==> config.mk <==
export PLATFORM = sky130hd
export DESIGN_NAME = e3ri_rx_alarm_flags
export DESIGN_NICKNAME = d
export VERILOG_FILES = /design/src/e3ri_pkg.sv /design/src/e3ri_rx_alarm_flags.sv
export SDC_FILE = /design/constraint.sdc
export NUM_CORES = 1
export LEC_CHECK = 0
export ABC_AREA = 1
export CAP_MARGIN = 20
export CORE_ASPECT_RATIO = 1.75
export CORE_MARGIN = 2
export CORE_UTILIZATION = 55
export CTS_BUF_LIST = sky130_fd_sc_hd__clkbuf_16
export CTS_CLUSTER_SIZE = 24
export DETAILED_ROUTE_END_ITERATION = 12
export DONT_BUFFER_PORTS = 1
export HOLD_SLACK_MARGIN = 0.02
export PLACE_DENSITY = 0.75
export SLEW_MARGIN = 20
export SYNTH_ARGS = -nofsm -noshare
export SYNTH_HDL_FRONTEND = slang
export SYNTH_SLANG_ARGS = --single-unit
==> constraint.sdc <==
create_clock -name ref_clk -period 1.76 [get_ports ref_clk]
set_input_delay 0.088 -clock ref_clk [delete_from_list [all_inputs] [get_ports ref_clk]]
set_output_delay 0.088 -clock ref_clk [all_outputs]
set_load 0.005 [all_outputs]
==> src/e3ri_pkg.sv <==
// constants for the receive alarm and overhead interrupt flag block
// assumes byte-wide registers, each on one aligned 32-bit APB word
package e3ri_pkg;
   // ==========================================================
   // register indices; byte address is four times the index
   localparam logic [5:0] IDX_RX_CONFIG = 6'h10;
   localparam logic [5:0] IDX_RX_CFG_STATUS = 6'h11;
   localparam logic [5:0] IDX_RX_ALARM_ENABLE_ONE = 6'h12;
   localparam logic [5:0] IDX_RX_OVERHEAD_ENABLE_TWO = 6'h13;
   localparam logic [5:0] IDX_RX_ALARM_STATUS_ONE = 6'h14;
   localparam logic [5:0] IDX_RX_OVERHEAD_STATUS_TWO = 6'h15;
   // ==========================================================
   // writable and readable bits of each register
   localparam logic [7:0] RX_CONFIG_MASK = 8'h03;
   localparam logic [7:0] ENABLE_ONE_MASK = 8'h7F;
   localparam logic [7:0] ENABLE_TWO_MASK = 8'h5F;
   localparam logic [7:0] STATUS_ONE_MASK = 8'h7F;
   localparam logic [7:0] STATUS_TWO_MASK = 8'h5F;
   // ==========================================================
   // reset values
   localparam logic [7:0] RX_CONFIG_RESET = 8'h00;
   localparam logic [7:0] ENABLE_RESET = 8'h00;
   localparam logic [7:0] STATUS_RESET = 8'h00;
   // ==========================================================
   // field positions
   localparam int CFG_REV1995_BIT = 0;
   localparam int CFG_FAIL_FIVE_BIT = 1;
   localparam int CFGST_SIGNAL_BIT = 6;
   localparam int CFGST_ALARM_BIT = 7;
   localparam int S1_SYNC_MSG_BIT = 6;
   localparam int S1_SYNC_SEQ_BIT = 5;
   localparam int S1_ALIGN_BIT = 4;
   localparam int S1_OUT_FRAME_BIT = 3;
   localparam int S1_LOST_FRAME_BIT = 2;
   localparam int S1_LOST_SIGNAL_BIT = 1;
   localparam int S1_ALARM_IND_BIT = 0;
   localparam int S2_TRACE_BIT = 6;
   localparam int S2_BLOCK_ERR_BIT = 4;
   localparam int S2_FAR_FAIL_BIT = 3;
   localparam int S2_MONITOR_BIT = 2;
   localparam int S2_FRAMING_BIT = 1;
   localparam int S2_PLD_BIT = 0;
   // ==========================================================
   // received bit and frame counts
   localparam logic [5:0] SIGNAL_ZERO_RUN = 6'h20;
   localparam logic [5:0] SIGNAL_CLEAR_SPAN = 6'h20;
   localparam logic [5:0] SIGNAL_SPACE_RUN = 6'h04;
   localparam logic [2:0] FAIL_FRAMES_SHORT = 3'h3;
   localparam logic [2:0] FAIL_FRAMES_LONG = 3'h5;
endpackage

==> src/e3ri_rx_alarm_flags.sv <==
// receive alarm and overhead interrupt flags for one E3 channel
// assumes the framer runs on ref_clk and hands over bits, frame
// fields and state-change pulses already in this clock domain
//
// Notes on behaviour
// - enable-two bit 4 gates far-end block error; reads back as written
// - enable-two bit 3 gates far-end failure change; read/write
// - enable-two bit 2 gates error-monitor byte error; read/write
// - enable-two bit 1 gates framing byte error; read/write
// - enable-two bit 0 gates payload type mismatch; read/write
// - status-one at 0x14, bit 7 reads zero, others latched, reset zero
// - flag reads one if event since last read; read clears returned flags
// - status-one bit 6 sets when sync status message content changes
// - status-one bit 5 sets on losing and on regaining sequence sync
// - in 1995 mode bits 6 and 5 need not be valid, enables ignored
// - status-one bit 4 sets on change of frame alignment
// - status-one bit 3 sets on out-of-frame entry and on in-frame entry
// - status-one bit 2 sets entering loss-of-frame and verify-to-in-frame
// - loss of signal after 32 zero bits; sets status-one bit 1
// - loss of signal ends after 32 bits without four zeros; sets bit 1
// - live loss of signal readable at 0x11 bit 6
// - status-one bit 0 sets on start and end of alarm indication
// - live alarm indication readable at 0x11 bit 7
// - status-two at 0x15, flags 6,4,3,2,1,0; bits 7,5 zero; reset zero
// - status-two bit 6 sets on trail trace byte with msb one
// - status-two bit 4 sets on every frame with far-end block error one
// - status-two bit 3 sets on far-end failure declare and clear, 3/5 frames
// - status-two bit 0 sets when payload type differs from previous frame
`timescale 1ns/100ps
`default_nettype none

module e3ri_rx_alarm_flags
(
   input wire logic ref_clk,
   input wire logic rst,
   // apb slave
   input wire logic psel,
   input wire logic penable,
   input wire logic pwrite,
   input wire logic [7:0] paddr,
   input wire logic [31:0] pwdata,
   input wire logic [3:0] pstrb,
   output logic [31:0] prdata,
   output logic pready,
   output logic pslverr,
   // line bits from the receive interface
   input wire logic rx_bit_valid,
   input wire logic rx_bit,
   // framer state and frame overhead
   input wire logic alarm_indication_signal,
   input wire logic sequence_lost,
   input wire logic frame_alignment_change,
   input wire logic out_of_frame_enter,
   input wire logic in_frame_enter,
   input wire logic loss_of_frame_enter,
   input wire logic verify_to_in_frame,
   input wire logic frame_valid,
   input wire logic far_end_block_error_flag,
   input wire logic far_end_receive_failure,
   input wire logic [2:0] payload_type,
   input wire logic [3:0] sync_status_message,
   input wire logic [7:0] trail_trace_buffer,
   input wire logic error_monitor_byte_error,
   input wire logic framing_byte_error,
   // channel interrupt request
   output logic irq
);

   // ==========================================================
   // helpers
   function automatic logic [7:0] flag_update
   (
      input logic [7:0] flags,
      input logic [7:0] events,
      input logic [7:0] clr,
      input logic [7:0] mask
   );
      // set wins over the clear
      flag_update = ((flags & ~clr) | events) & mask;
   endfunction

   function automatic logic [5:0] sat_inc
   (
      input logic [5:0] val,
      input logic [5:0] lim
   );
      sat_inc = (val >= lim) ? lim : val + 6'h01;
   endfunction

   // ==========================================================
   // apb decode
   logic [7:0] rx_config_ff;
   logic [7:0] enable_one_ff;
   logic [7:0] enable_two_ff;
   logic [7:0] status_one_ff;
   logic [7:0] status_two_ff;
   logic sig_lost_ff;
   logic alarm_ind_ff;
   logic [7:0] snap_one_ff;
   logic [7:0] snap_two_ff;
   logic [31:0] prdata_ff;
   logic pready_ff;
   logic pslverr_ff;
   logic irq_ff;

   wire [5:0] reg_idx = paddr[7:2];
   wire aligned = (paddr[1:0] == 2'h0);
   wire hit_cfg = aligned && (reg_idx == e3ri_pkg::IDX_RX_CONFIG);
   wire hit_cst = aligned && (reg_idx == e3ri_pkg::IDX_RX_CFG_STATUS);
   wire hit_en1 = aligned && (reg_idx == e3ri_pkg::IDX_RX_ALARM_ENABLE_ONE);
   wire hit_en2 = aligned && (reg_idx == e3ri_pkg::IDX_RX_OVERHEAD_ENABLE_TWO);
   wire hit_st1 = aligned && (reg_idx == e3ri_pkg::IDX_RX_ALARM_STATUS_ONE);
   wire hit_st2 = aligned && (reg_idx == e3ri_pkg::IDX_RX_OVERHEAD_STATUS_TWO);
   wire mapped = hit_cfg | hit_cst | hit_en1 | hit_en2 | hit_st1 | hit_st2;

   wire setup_phase = psel && !penable;
   // pready is high only in the access cycle that follows setup
   wire complete = psel && penable && pready_ff;
   wire wr_low = complete && pwrite && pstrb[0] && !pslverr_ff;
   wire rd_done = complete && !pwrite && !pslverr_ff;

   wire cfg_rev1995 = rx_config_ff[e3ri_pkg::CFG_REV1995_BIT];
   wire cfg_fail_five = rx_config_ff[e3ri_pkg::CFG_FAIL_FIVE_BIT];

   // ==========================================================
   // loss of signal detector
   logic [5:0] zero_run_ff;
   logic [5:0] clean_run_ff;

   wire [5:0] nxt_zero_run = rx_bit ? 6'h00
      : sat_inc(zero_run_ff, e3ri_pkg::SIGNAL_ZERO_RUN);
   // any run of four zeros restarts the clean span
   wire [5:0] nxt_clean_run = (nxt_zero_run >= e3ri_pkg::SIGNAL_SPACE_RUN) ? 6'h00
      : sat_inc(clean_run_ff, e3ri_pkg::SIGNAL_CLEAR_SPAN);
   wire sig_lost_enter = rx_bit_valid && !sig_lost_ff
      && (nxt_zero_run == e3ri_pkg::SIGNAL_ZERO_RUN);
   wire sig_lost_exit = rx_bit_valid && sig_lost_ff
      && (nxt_clean_run == e3ri_pkg::SIGNAL_CLEAR_SPAN);

   always_ff @(posedge ref_clk)
   begin
      if (rst)
      begin
         zero_run_ff <= 6'h00;
         clean_run_ff <= 6'h00;
         sig_lost_ff <= 1'b0;
      end
      else if (rx_bit_valid)
      begin
         zero_run_ff <= nxt_zero_run;
         clean_run_ff <= nxt_clean_run;
         if (sig_lost_enter)
            sig_lost_ff <= 1'b1;
         else if (sig_lost_exit)
            sig_lost_ff <= 1'b0;
      end
   end

   // ==========================================================
   // alarm indication and sequence sync edges
   logic seq_ff;

   always_ff @(posedge ref_clk)
   begin
      if (rst)
      begin
         alarm_ind_ff <= 1'b0;
         seq_ff <= 1'b0;
      end
      else
      begin
         alarm_ind_ff <= alarm_indication_signal;
         seq_ff <= sequence_lost;
      end
   end

   wire alarm_ind_change = alarm_indication_signal ^ alarm_ind_ff;
   wire seq_change = sequence_lost ^ seq_ff;

   // ==========================================================
   // far-end failure over 3 or 5 consecutive frames
   logic fail_state_ff;
   logic [2:0] fail_cnt_ff;

   wire [2:0] fail_need = cfg_fail_five ? e3ri_pkg::FAIL_FRAMES_LONG
      : e3ri_pkg::FAIL_FRAMES_SHORT;
   wire fail_differs = far_end_receive_failure ^ fail_state_ff;
   wire [2:0] nxt_fail_cnt = fail_differs ? fail_cnt_ff + 3'h1 : 3'h0;
   wire fail_toggle = frame_valid && (nxt_fail_cnt >= fail_need);

   always_ff @(posedge ref_clk)
   begin
      if (rst)
      begin
         fail_state_ff <= 1'b0;
         fail_cnt_ff <= 3'h0;
      end
      else if (frame_valid)
      begin
         fail_cnt_ff <= fail_toggle ? 3'h0 : nxt_fail_cnt;
         if (fail_toggle)
            fail_state_ff <= !fail_state_ff;
      end
   end

   // ==========================================================
   // previous frame payload type and sync status message
   logic have_prev_ff;
   logic [2:0] prev_pld_ff;
   logic [3:0] prev_sync_msg_ff;

   always_ff @(posedge ref_clk)
   begin
      if (rst)
      begin
         have_prev_ff <= 1'b0;
         prev_pld_ff <= 3'h0;
         prev_sync_msg_ff <= 4'h0;
      end
      else if (frame_valid)
      begin
         have_prev_ff <= 1'b1;
         prev_pld_ff <= payload_type;
         prev_sync_msg_ff <= sync_status_message;
      end
   end

   // first frame after reset has nothing to compare against
   wire pld_change = frame_valid && have_prev_ff
      && (payload_type != prev_pld_ff);
   wire sync_msg_change = frame_valid && have_prev_ff
      && (sync_status_message != prev_sync_msg_ff);

   // ==========================================================
   // event vectors
   logic [7:0] ev_one;
   logic [7:0] ev_two;

   always_comb
   begin
      ev_one = 8'h00;
      // 1995 format carries no message fields, so hold these off
      ev_one[e3ri_pkg::S1_SYNC_MSG_BIT] = sync_msg_change && !cfg_rev1995;
      ev_one[e3ri_pkg::S1_SYNC_SEQ_BIT] = seq_change && !cfg_rev1995;
      ev_one[e3ri_pkg::S1_ALIGN_BIT] = frame_alignment_change;
      ev_one[e3ri_pkg::S1_OUT_FRAME_BIT] = out_of_frame_enter | in_frame_enter;
      ev_one[e3ri_pkg::S1_LOST_FRAME_BIT] = loss_of_frame_enter | verify_to_in_frame;
      ev_one[e3ri_pkg::S1_LOST_SIGNAL_BIT] = sig_lost_enter | sig_lost_exit;
      ev_one[e3ri_pkg::S1_ALARM_IND_BIT] = alarm_ind_change;
      ev_two = 8'h00;
      ev_two[e3ri_pkg::S2_TRACE_BIT] = frame_valid && trail_trace_buffer[7];
      ev_two[e3ri_pkg::S2_BLOCK_ERR_BIT] = frame_valid && far_end_block_error_flag;
      ev_two[e3ri_pkg::S2_FAR_FAIL_BIT] = fail_toggle;
      ev_two[e3ri_pkg::S2_MONITOR_BIT] = frame_valid && error_monitor_byte_error;
      ev_two[e3ri_pkg::S2_FRAMING_BIT] = frame_valid && framing_byte_error;
      ev_two[e3ri_pkg::S2_PLD_BIT] = pld_change;
   end

   // ==========================================================
   // latched flags
   // clear only what the host was shown at setup, so a flag set
   // between setup and access survives
   wire [7:0] clr_one = rd_done && hit_st1 ? snap_one_ff : 8'h00;
   wire [7:0] clr_two = rd_done && hit_st2 ? snap_two_ff : 8'h00;

   always_ff @(posedge ref_clk)
   begin
      if (rst)
      begin
         status_one_ff <= e3ri_pkg::STATUS_RESET;
         status_two_ff <= e3ri_pkg::STATUS_RESET;
      end
      else
      begin
         status_one_ff <= flag_update(status_one_ff, ev_one, clr_one,
            e3ri_pkg::STATUS_ONE_MASK);
         status_two_ff <= flag_update(status_two_ff, ev_two, clr_two,
            e3ri_pkg::STATUS_TWO_MASK);
      end
   end

   // ==========================================================
   // control registers
   always_ff @(posedge ref_clk)
   begin
      if (rst)
      begin
         rx_config_ff <= e3ri_pkg::RX_CONFIG_RESET;
         enable_one_ff <= e3ri_pkg::ENABLE_RESET;
         enable_two_ff <= e3ri_pkg::ENABLE_RESET;
      end
      else if (wr_low)
      begin
         if (hit_cfg)
            rx_config_ff <= pwdata[7:0] & e3ri_pkg::RX_CONFIG_MASK;
         if (hit_en1)
            enable_one_ff <= pwdata[7:0] & e3ri_pkg::ENABLE_ONE_MASK;
         if (hit_en2)
            enable_two_ff <= pwdata[7:0] & e3ri_pkg::ENABLE_TWO_MASK;
      end
   end

   // ==========================================================
   // interrupt request
   logic [7:0] eff_en_one;

   always_comb
   begin
      eff_en_one = enable_one_ff;
      if (cfg_rev1995)
      begin
         eff_en_one[e3ri_pkg::S1_SYNC_MSG_BIT] = 1'b0;
         eff_en_one[e3ri_pkg::S1_SYNC_SEQ_BIT] = 1'b0;
      end
   end

   // enable-two gates trace, block error, far-end failure, monitor, framing, payload
   wire gate_two = |(status_two_ff & enable_two_ff);
   wire gate_one = |(status_one_ff & eff_en_one);
   // follows the flags, so it drops one cycle after a clearing read
   always_ff @(posedge ref_clk)
   begin
      if (rst)
         irq_ff <= 1'b0;
      else
         irq_ff <= gate_one | gate_two;
   end

   // ==========================================================
   // read mux and bus answer
   wire [7:0] cfg_status_rd = {alarm_ind_ff, sig_lost_ff, 6'h00};
   logic [7:0] rd_byte;

   always_comb
   begin
      rd_byte = 8'h00;
      if (hit_cfg)
         rd_byte = rx_config_ff;
      if (hit_cst)
         rd_byte = cfg_status_rd;
      if (hit_en1)
         rd_byte = enable_one_ff;
      if (hit_en2)
         rd_byte = enable_two_ff;
      if (hit_st1)
         rd_byte = status_one_ff;
      if (hit_st2)
         rd_byte = status_two_ff;
   end

   always_ff @(posedge ref_clk)
   begin
      if (rst)
      begin
         prdata_ff <= 32'h0000_0000;
         pready_ff <= 1'b0;
         pslverr_ff <= 1'b0;
         snap_one_ff <= 8'h00;
         snap_two_ff <= 8'h00;
      end
      else if (setup_phase)
      begin
         pready_ff <= 1'b1;
         pslverr_ff <= !mapped;
         prdata_ff <= pwrite ? 32'h0000_0000 : {24'h00_0000, rd_byte};
         snap_one_ff <= status_one_ff;
         snap_two_ff <= status_two_ff;
      end
      else
      begin
         pready_ff <= 1'b0;
         pslverr_ff <= 1'b0;
      end
   end

   assign prdata = prdata_ff;
   assign pready = pready_ff;
   assign pslverr = pslverr_ff;
   assign irq = irq_ff;

endmodule

`default_nettype wire

-- Word level (Yosys, flattened, before mapping)
Cells that the tools add are included.
- register bits: 104
- input port bits: 78
- word-level logic and storage cells: 126
- add/subtract/negate cells: 3
- magnitude comparators: 4
- equality and inequality tests: 10
- multiplexer cells: 20
- bitwise logic cells: 21
- reductions and logical operators: 47
- operator list (kind ; number):
    $mux 8 ; 6
    $eq 6x5->1 const B ; 6
    $logic_and 1x1->1 ; 30
    $and 7x7->7 ; 4
    $mux 6 ; 4
    $reduce_or 8->1 ; 2
    $mux 7 ; 2
    $not 7->7 ; 2
    $or 7x7->7 ; 2
    $add 6x1->6 const B ; 2
    $eq 6x6->1 const B ; 2
    $ge 6x6->1 const B ; 2
    $reduce_and 2->1 ; 5
    $mux 3 ; 3
    $or 1x1->1 ; 9
    $logic_not 1->1 ; 7
    $ge 6x3->1 const B ; 1
    $mux 2 ; 2
    $ne 4x4->1 ; 1
    $add 3x1->3 const B ; 1
    $ge 3x3->1 ; 1
    $mux 1 ; 3
    $ne 3x3->1 ; 1
    $xor 1x1->1 ; 3
    4 further kinds ; 4

-- Longest topological paths before layout
- word-level depth: 9
- depth in mapped cells: 12

-- Worst setup path after synthesis
Ideal clock, no wire load.
- kind: reg-to-reg
- start point: register fail_cnt_ff[0]
- end point: register fail_cnt_ff[2]
- setup time: 0.086 ns
- arrival time: 1.680 ns
- required time: 1.674 ns
- slack: -0.006 ns
- stages on the path, launching flop included: 10
- buffers on the path: 0
- cell sequence: dfxtp_1 ha_1 or2_2 a21oi_1 ha_1 a21oi_1 a21oi_1 inv_1 nand2_1 a211oi_1
- word-level cells in the longest chain between the ends: 5
- RTL lines (what ; line ; source):
    start, declared ; e3ri_rx_alarm_flags.sv:183 ; logic [2:0] fail_cnt_ff;
    start signal, assigned ; e3ri_rx_alarm_flags.sv:200 ; fail_cnt_ff <= fail_toggle ? 3'h0 : nxt_fail_cnt;
    $add 3x1->3 * ; e3ri_rx_alarm_flags.sv:188 ; wire [2:0] nxt_fail_cnt = fail_differs ? fail_cnt_ff + 3'h1 : 3'h0;
    $mux 3 * ; e3ri_rx_alarm_flags.sv:188 ;
    $ge 3x3->1 ; e3ri_rx_alarm_flags.sv:189 ; wire fail_toggle = frame_valid && (nxt_fail_cnt >= fail_need);
    $logic_and 1x1->1 ; e3ri_rx_alarm_flags.sv:189 ;
    $mux 3 * ; e3ri_rx_alarm_flags.sv:200 ;
Mark *: on every way between the ends. The rest lies on a longest branch, timed or not.
A chain may end at the register's enable or synchronous reset.

-- Worst setup path after layout
- start point: register fail_cnt_ff[1]
- end point: register fail_cnt_ff[2]
Same word-level chain as after synthesis.

==> results.sh <==
export IMPL_clk_latency_ns=0.34
export IMPL_synth_simple_gate_area_frac=0.222
export IMPL_cp_required_ns=2.03
export IMPL_r2r_start="fail_cnt_ff[1]$_SDFFE_PP0P_"
export IMPL_worst_setup_hold_path_clk_slew_ns=0.05
export IMPL_worst_slew_pin_transition_ns=0.883
export IMPL_final_max_slew_violation_count=0
export IMPL_die_y_um=114
export IMPL_r2r_cells=9
export IMPL_post_dp_hpwl_um=6740
export IMPL_maxCapViolations=0
export IMPL_shortest_period_the_worst_path_allows_ns=1.78
export IMPL_clock_tree_from_tritoncts="yes"
export IMPL_drt_pass1_iterations=5
export IMPL_powerDensity_nw_per_um2=874
export IMPL_vias_per_inst=5.49
export IMPL_initial_antenna_violation_count=0
export IMPL_number_of_endpoints_with_negative_hold_slack_in_the_final_report=0
export IMPL_cp_top_family="compound AO/OA/AOI/OAI gates"
export IMPL_total_via_count_in_the_routed_design=3643
export IMPL_cts_root_buf="sky130_fd_sc_hd__clkbuf_16"
export IMPL_grt_first_pass_wirelength_um=16100
export IMPL_synthMuxAreaShare=0
export IMPL_place_congestion=0.897
export IMPL_mostFrequentLayoutCell="sky130_fd_sc_hd__dfxtp_1"
export IMPL_dp_cells=596
export IMPL_timing_hold_worst_start="pwrite"
export IMPL_critical_path_cell_chain="ha_4 -> or2_4 -> a21oi_4 -> ha_4 -> a21oi_4 -> a21oi_4 -> inv_2 -> nand2_4 -> a211oi_2"
export IMPL_grtUsageTotal=0.281
export IMPL_first_iter_violations=239
export IMPL_post_synth_design_cell_area_um2=3810
export IMPL_routed_wl_um=10500
export IMPL_cts_htree_levels=3
export IMPL_cts_buffer_depth=2
export IMPL_finish_net_count=660
export IMPL_initial_core_util=0.560
export IMPL_synth_top_family_by_area="simple AND/OR/NAND/NOR gates"
export IMPL_avgRoutedWirePerCell_um=15.8
export IMPL_worst_slack_ns=-0.0161
export IMPL_synth_compound_area_frac=0.202
export IMPL_final_setup_skew_ns=0.00411
export IMPL_critical_path_depth=9
export IMPL_vdd_ir_drop_max_mv=0.671
export IMPL_yosysWarnings=0
export IMPL_failed_checks="negative setup slack"
export IMPL_synth_top_area_share=0.415
export IMPL_timing_max_slew_rel_slack=0.409
export IMPL_flow_area_growth_from_synthesis_pct=24.0
export IMPL_post_synth_xor_area_fraction=0.0207
export IMPL_layout_cells_non_filler=664
export IMPL_netlist_instances=519
export IMPL_cts_buffers_inserted=9
export IMPL_crit_path_start_kind="register"
export IMPL_worstHoldPathType="in -> reg"
export IMPL_core_um2=6810
export IMPL_rows=40
export IMPL_status="finished, violations left"
export IMPL_finish_utilization=0.694
export IMPL_preCtsSetupSlack_ns=-0.144
export IMPL_drcViolationCount=0
export IMPL_placement_io_buffers=0
export IMPL_timing_critical_path_from="fail_cnt_ff[1]$_SDFFE_PP0P_"
export IMPL_diodes=0
export IMPL_vias_in_the_first_global_route=3612
export IMPL_die_area_um2=7640
export IMPL_share_of_the_cycle_needed_by_the_critical_path_after_routing=1.01
export IMPL_tritoncts_num_sinks=79
export IMPL_crit_buf_inv=1
export IMPL_reg2reg_setup_slack_ns=-0.02
export IMPL_grt_max_degree=37
export IMPL_share_of_synthesized_cell_area_in_full_adder_half_adder_and_majority_cells=0.0230
export IMPL_ioPinCount=113
export IMPL_fin_hold_ws_ns=0.0298
export IMPL_grt_overflow_total=0
export IMPL_classification_of_the_worst_setup_path="reg -> reg"
export IMPL_drive_above_1_share=0.121
export IMPL_layout_cells_most_common_list="sky130_fd_sc_hd__dfxtp_1, sky130_fd_sc_hd__nor2_1, sky130_fd_sc_hd__nand2_1, sky130_fd_sc_hd__a21oi_1, sky130_fd_sc_hd__o21ai_0"
export IMPL_critical_path_max_stage_delay_ns=0.33
export IMPL_tns_ns=-0.0275
export IMPL_timing_critical_path_fanout_max=3
export IMPL_most_common_cell_type_on_the_critical_path="sky130_fd_sc_hd__a21oi_4"
export IMPL_synth_avg_cell_area_um2=7.34
export IMPL_endpoint_kind="register"
export IMPL_synth_largest_area_cell="sky130_fd_sc_hd__dfxtp_1"
export IMPL_max_freq_ghz=0.563
export IMPL_synth_seq_area_share=0.415
export IMPL_synthTopCellsByArea="sky130_fd_sc_hd__dfxtp_1, sky130_fd_sc_hd__a21oi_1, sky130_fd_sc_hd__nor2_1"
export IMPL_ant_nets=0
export IMPL_grt_setup_unrepaired="true"
export IMPL_cpMaxStageDelayCell="sky130_fd_sc_hd__dfxtp_2"
export IMPL_setup_viol=2
export IMPL_synth_cell_type_count=38
export IMPL_standby_leakage_power_nw=1.99
export IMPL_synth_seq_cells=79
export IMPL_hold_path_depth=3
export IMPL_die_x_um=66.9
export IMPL_worstPathArrival_ns=2.04
## flip-flops by register name, indices dropped and copies added (netlist names), 2 cells and up
name,cells
snap_one_ff,7
enable_one_ff,7
prdata,8
status_one_ff,7
zero_run_ff,6
clean_run_ff,6
rx_config_ff,2
enable_two_ff,6
snap_two_ff,6
fail_cnt_ff,3
status_two_ff,6
prev_pld_ff,3
prev_sync_msg_ff,4
## cell families after synthesis
family / after synthesis
DFF: 79
adders and majority gates: 7
xor gates and xnor gates: 9
AOI/OAI and AO/OA: 140
other: 1
and+or+nand+nor: 189
buffers and inverters: 94
## through the flow
stage	total power [mW]	area, um^2
after floorplan	2.24	3900
after global placement	2.25	3840
after detailed placement	2.26	3840
after CTS	4.09	4530
after global routing	4.28	4720
final	4.13	4720
## path summary, 6_finish.rpt
| path | to |
|---|---|
| max | fail_cnt_ff[2]$_SDFFE_PP0P_ |
| min reg2reg | snap_two_ff[4]$_SDFFE_PP0P_ |
| min | rx_config_ff[1]$_SDFFE_PP0P_ |
| max reg2reg | fail_cnt_ff[2]$_SDFFE_PP0P_ |
## synthesized netlist by cell type, drive strengths merged
| master | number |
|---|---|
| xor2 | 3 |
| or2 | 3 |
| o2111ai | 1 |
| o31ai | 2 |
| inv | 55 |
| dfxtp | 79 |
| ha | 7 |
| o21a | 1 |
| a221oi | 2 |
| nand4 | 9 |
| o21ai | 57 |
| nand3 | 24 |
| a22o | 1 |
| a21o | 1 |
| o21bai | 1 |
| o22ai | 1 |
| nor3 | 3 |
| o211ai | 3 |
| a211oi | 8 |
| nand2 | 68 |
| xnor2 | 6 |
| nor4 | 2 |
| clkbuf | 15 |
| nor2 | 80 |
| a31oi | 4 |
| a32o | 1 |
| a21oi | 56 |
| buf | 24 |
| conb | 1 |
| o311ai | 1 |
## final cells by class
type | instances | area, um^2
Clock buffer | 9 | 225
Clock inverter | 7 | 55.1
Fill cell | 580 | 2080
Inverter | 55 | 206
Multi-Input combinational cell | 369 | 1970
Sequential cell | 79 | 1590
Tap cell | 84 | 105
Timing Repair Buffer | 61 | 572
## metal layers
| layer | vias to the layer above | track usage | part of all wire |
|---|---|---|---|
| met5 | - | 0 | 0 |
| met4 | 0 | 0.177 | 0.050 |
| met3 | 36 | 0.0590 | 0.056 |
| met2 | 111 | 0.513 | 0.54 |
| met1 | 1704 | 0.277 | 0.35 |
| li1 | 1792 | - | - |
## worst min-delay path, stage by stage
cell and delay, ns:
sky130_fd_sc_hd__inv_2 0.03, sky130_fd_sc_hd__nor4_2 0.06, sky130_fd_sc_hd__a31oi_1 0.16
## timing repair
item | 4_1_cts | 5_1_grt
endpoints found under the hold margin | 64 | 19
setup endpoints to repair | 5 | 10
hold buffers | 33 | 11
resized for setup | 12 | 13
pin swaps | 5 | 9
buffers inserted | 5 | 3
## power breakdown
group / leakage, nW / internal [mW] / total, mW / switching [mW]
Combinational: 1.20 / 0.184 / 0.415 / 0.231
Clock: 0.143 / 1.07 / 1.78 / 0.704
Sequential: 0.649 / 1.87 / 1.94 / 0.0688
Total: 1.99 / 3.13 / 4.13 / 1.00
Power figures use the tool's default switching activity.
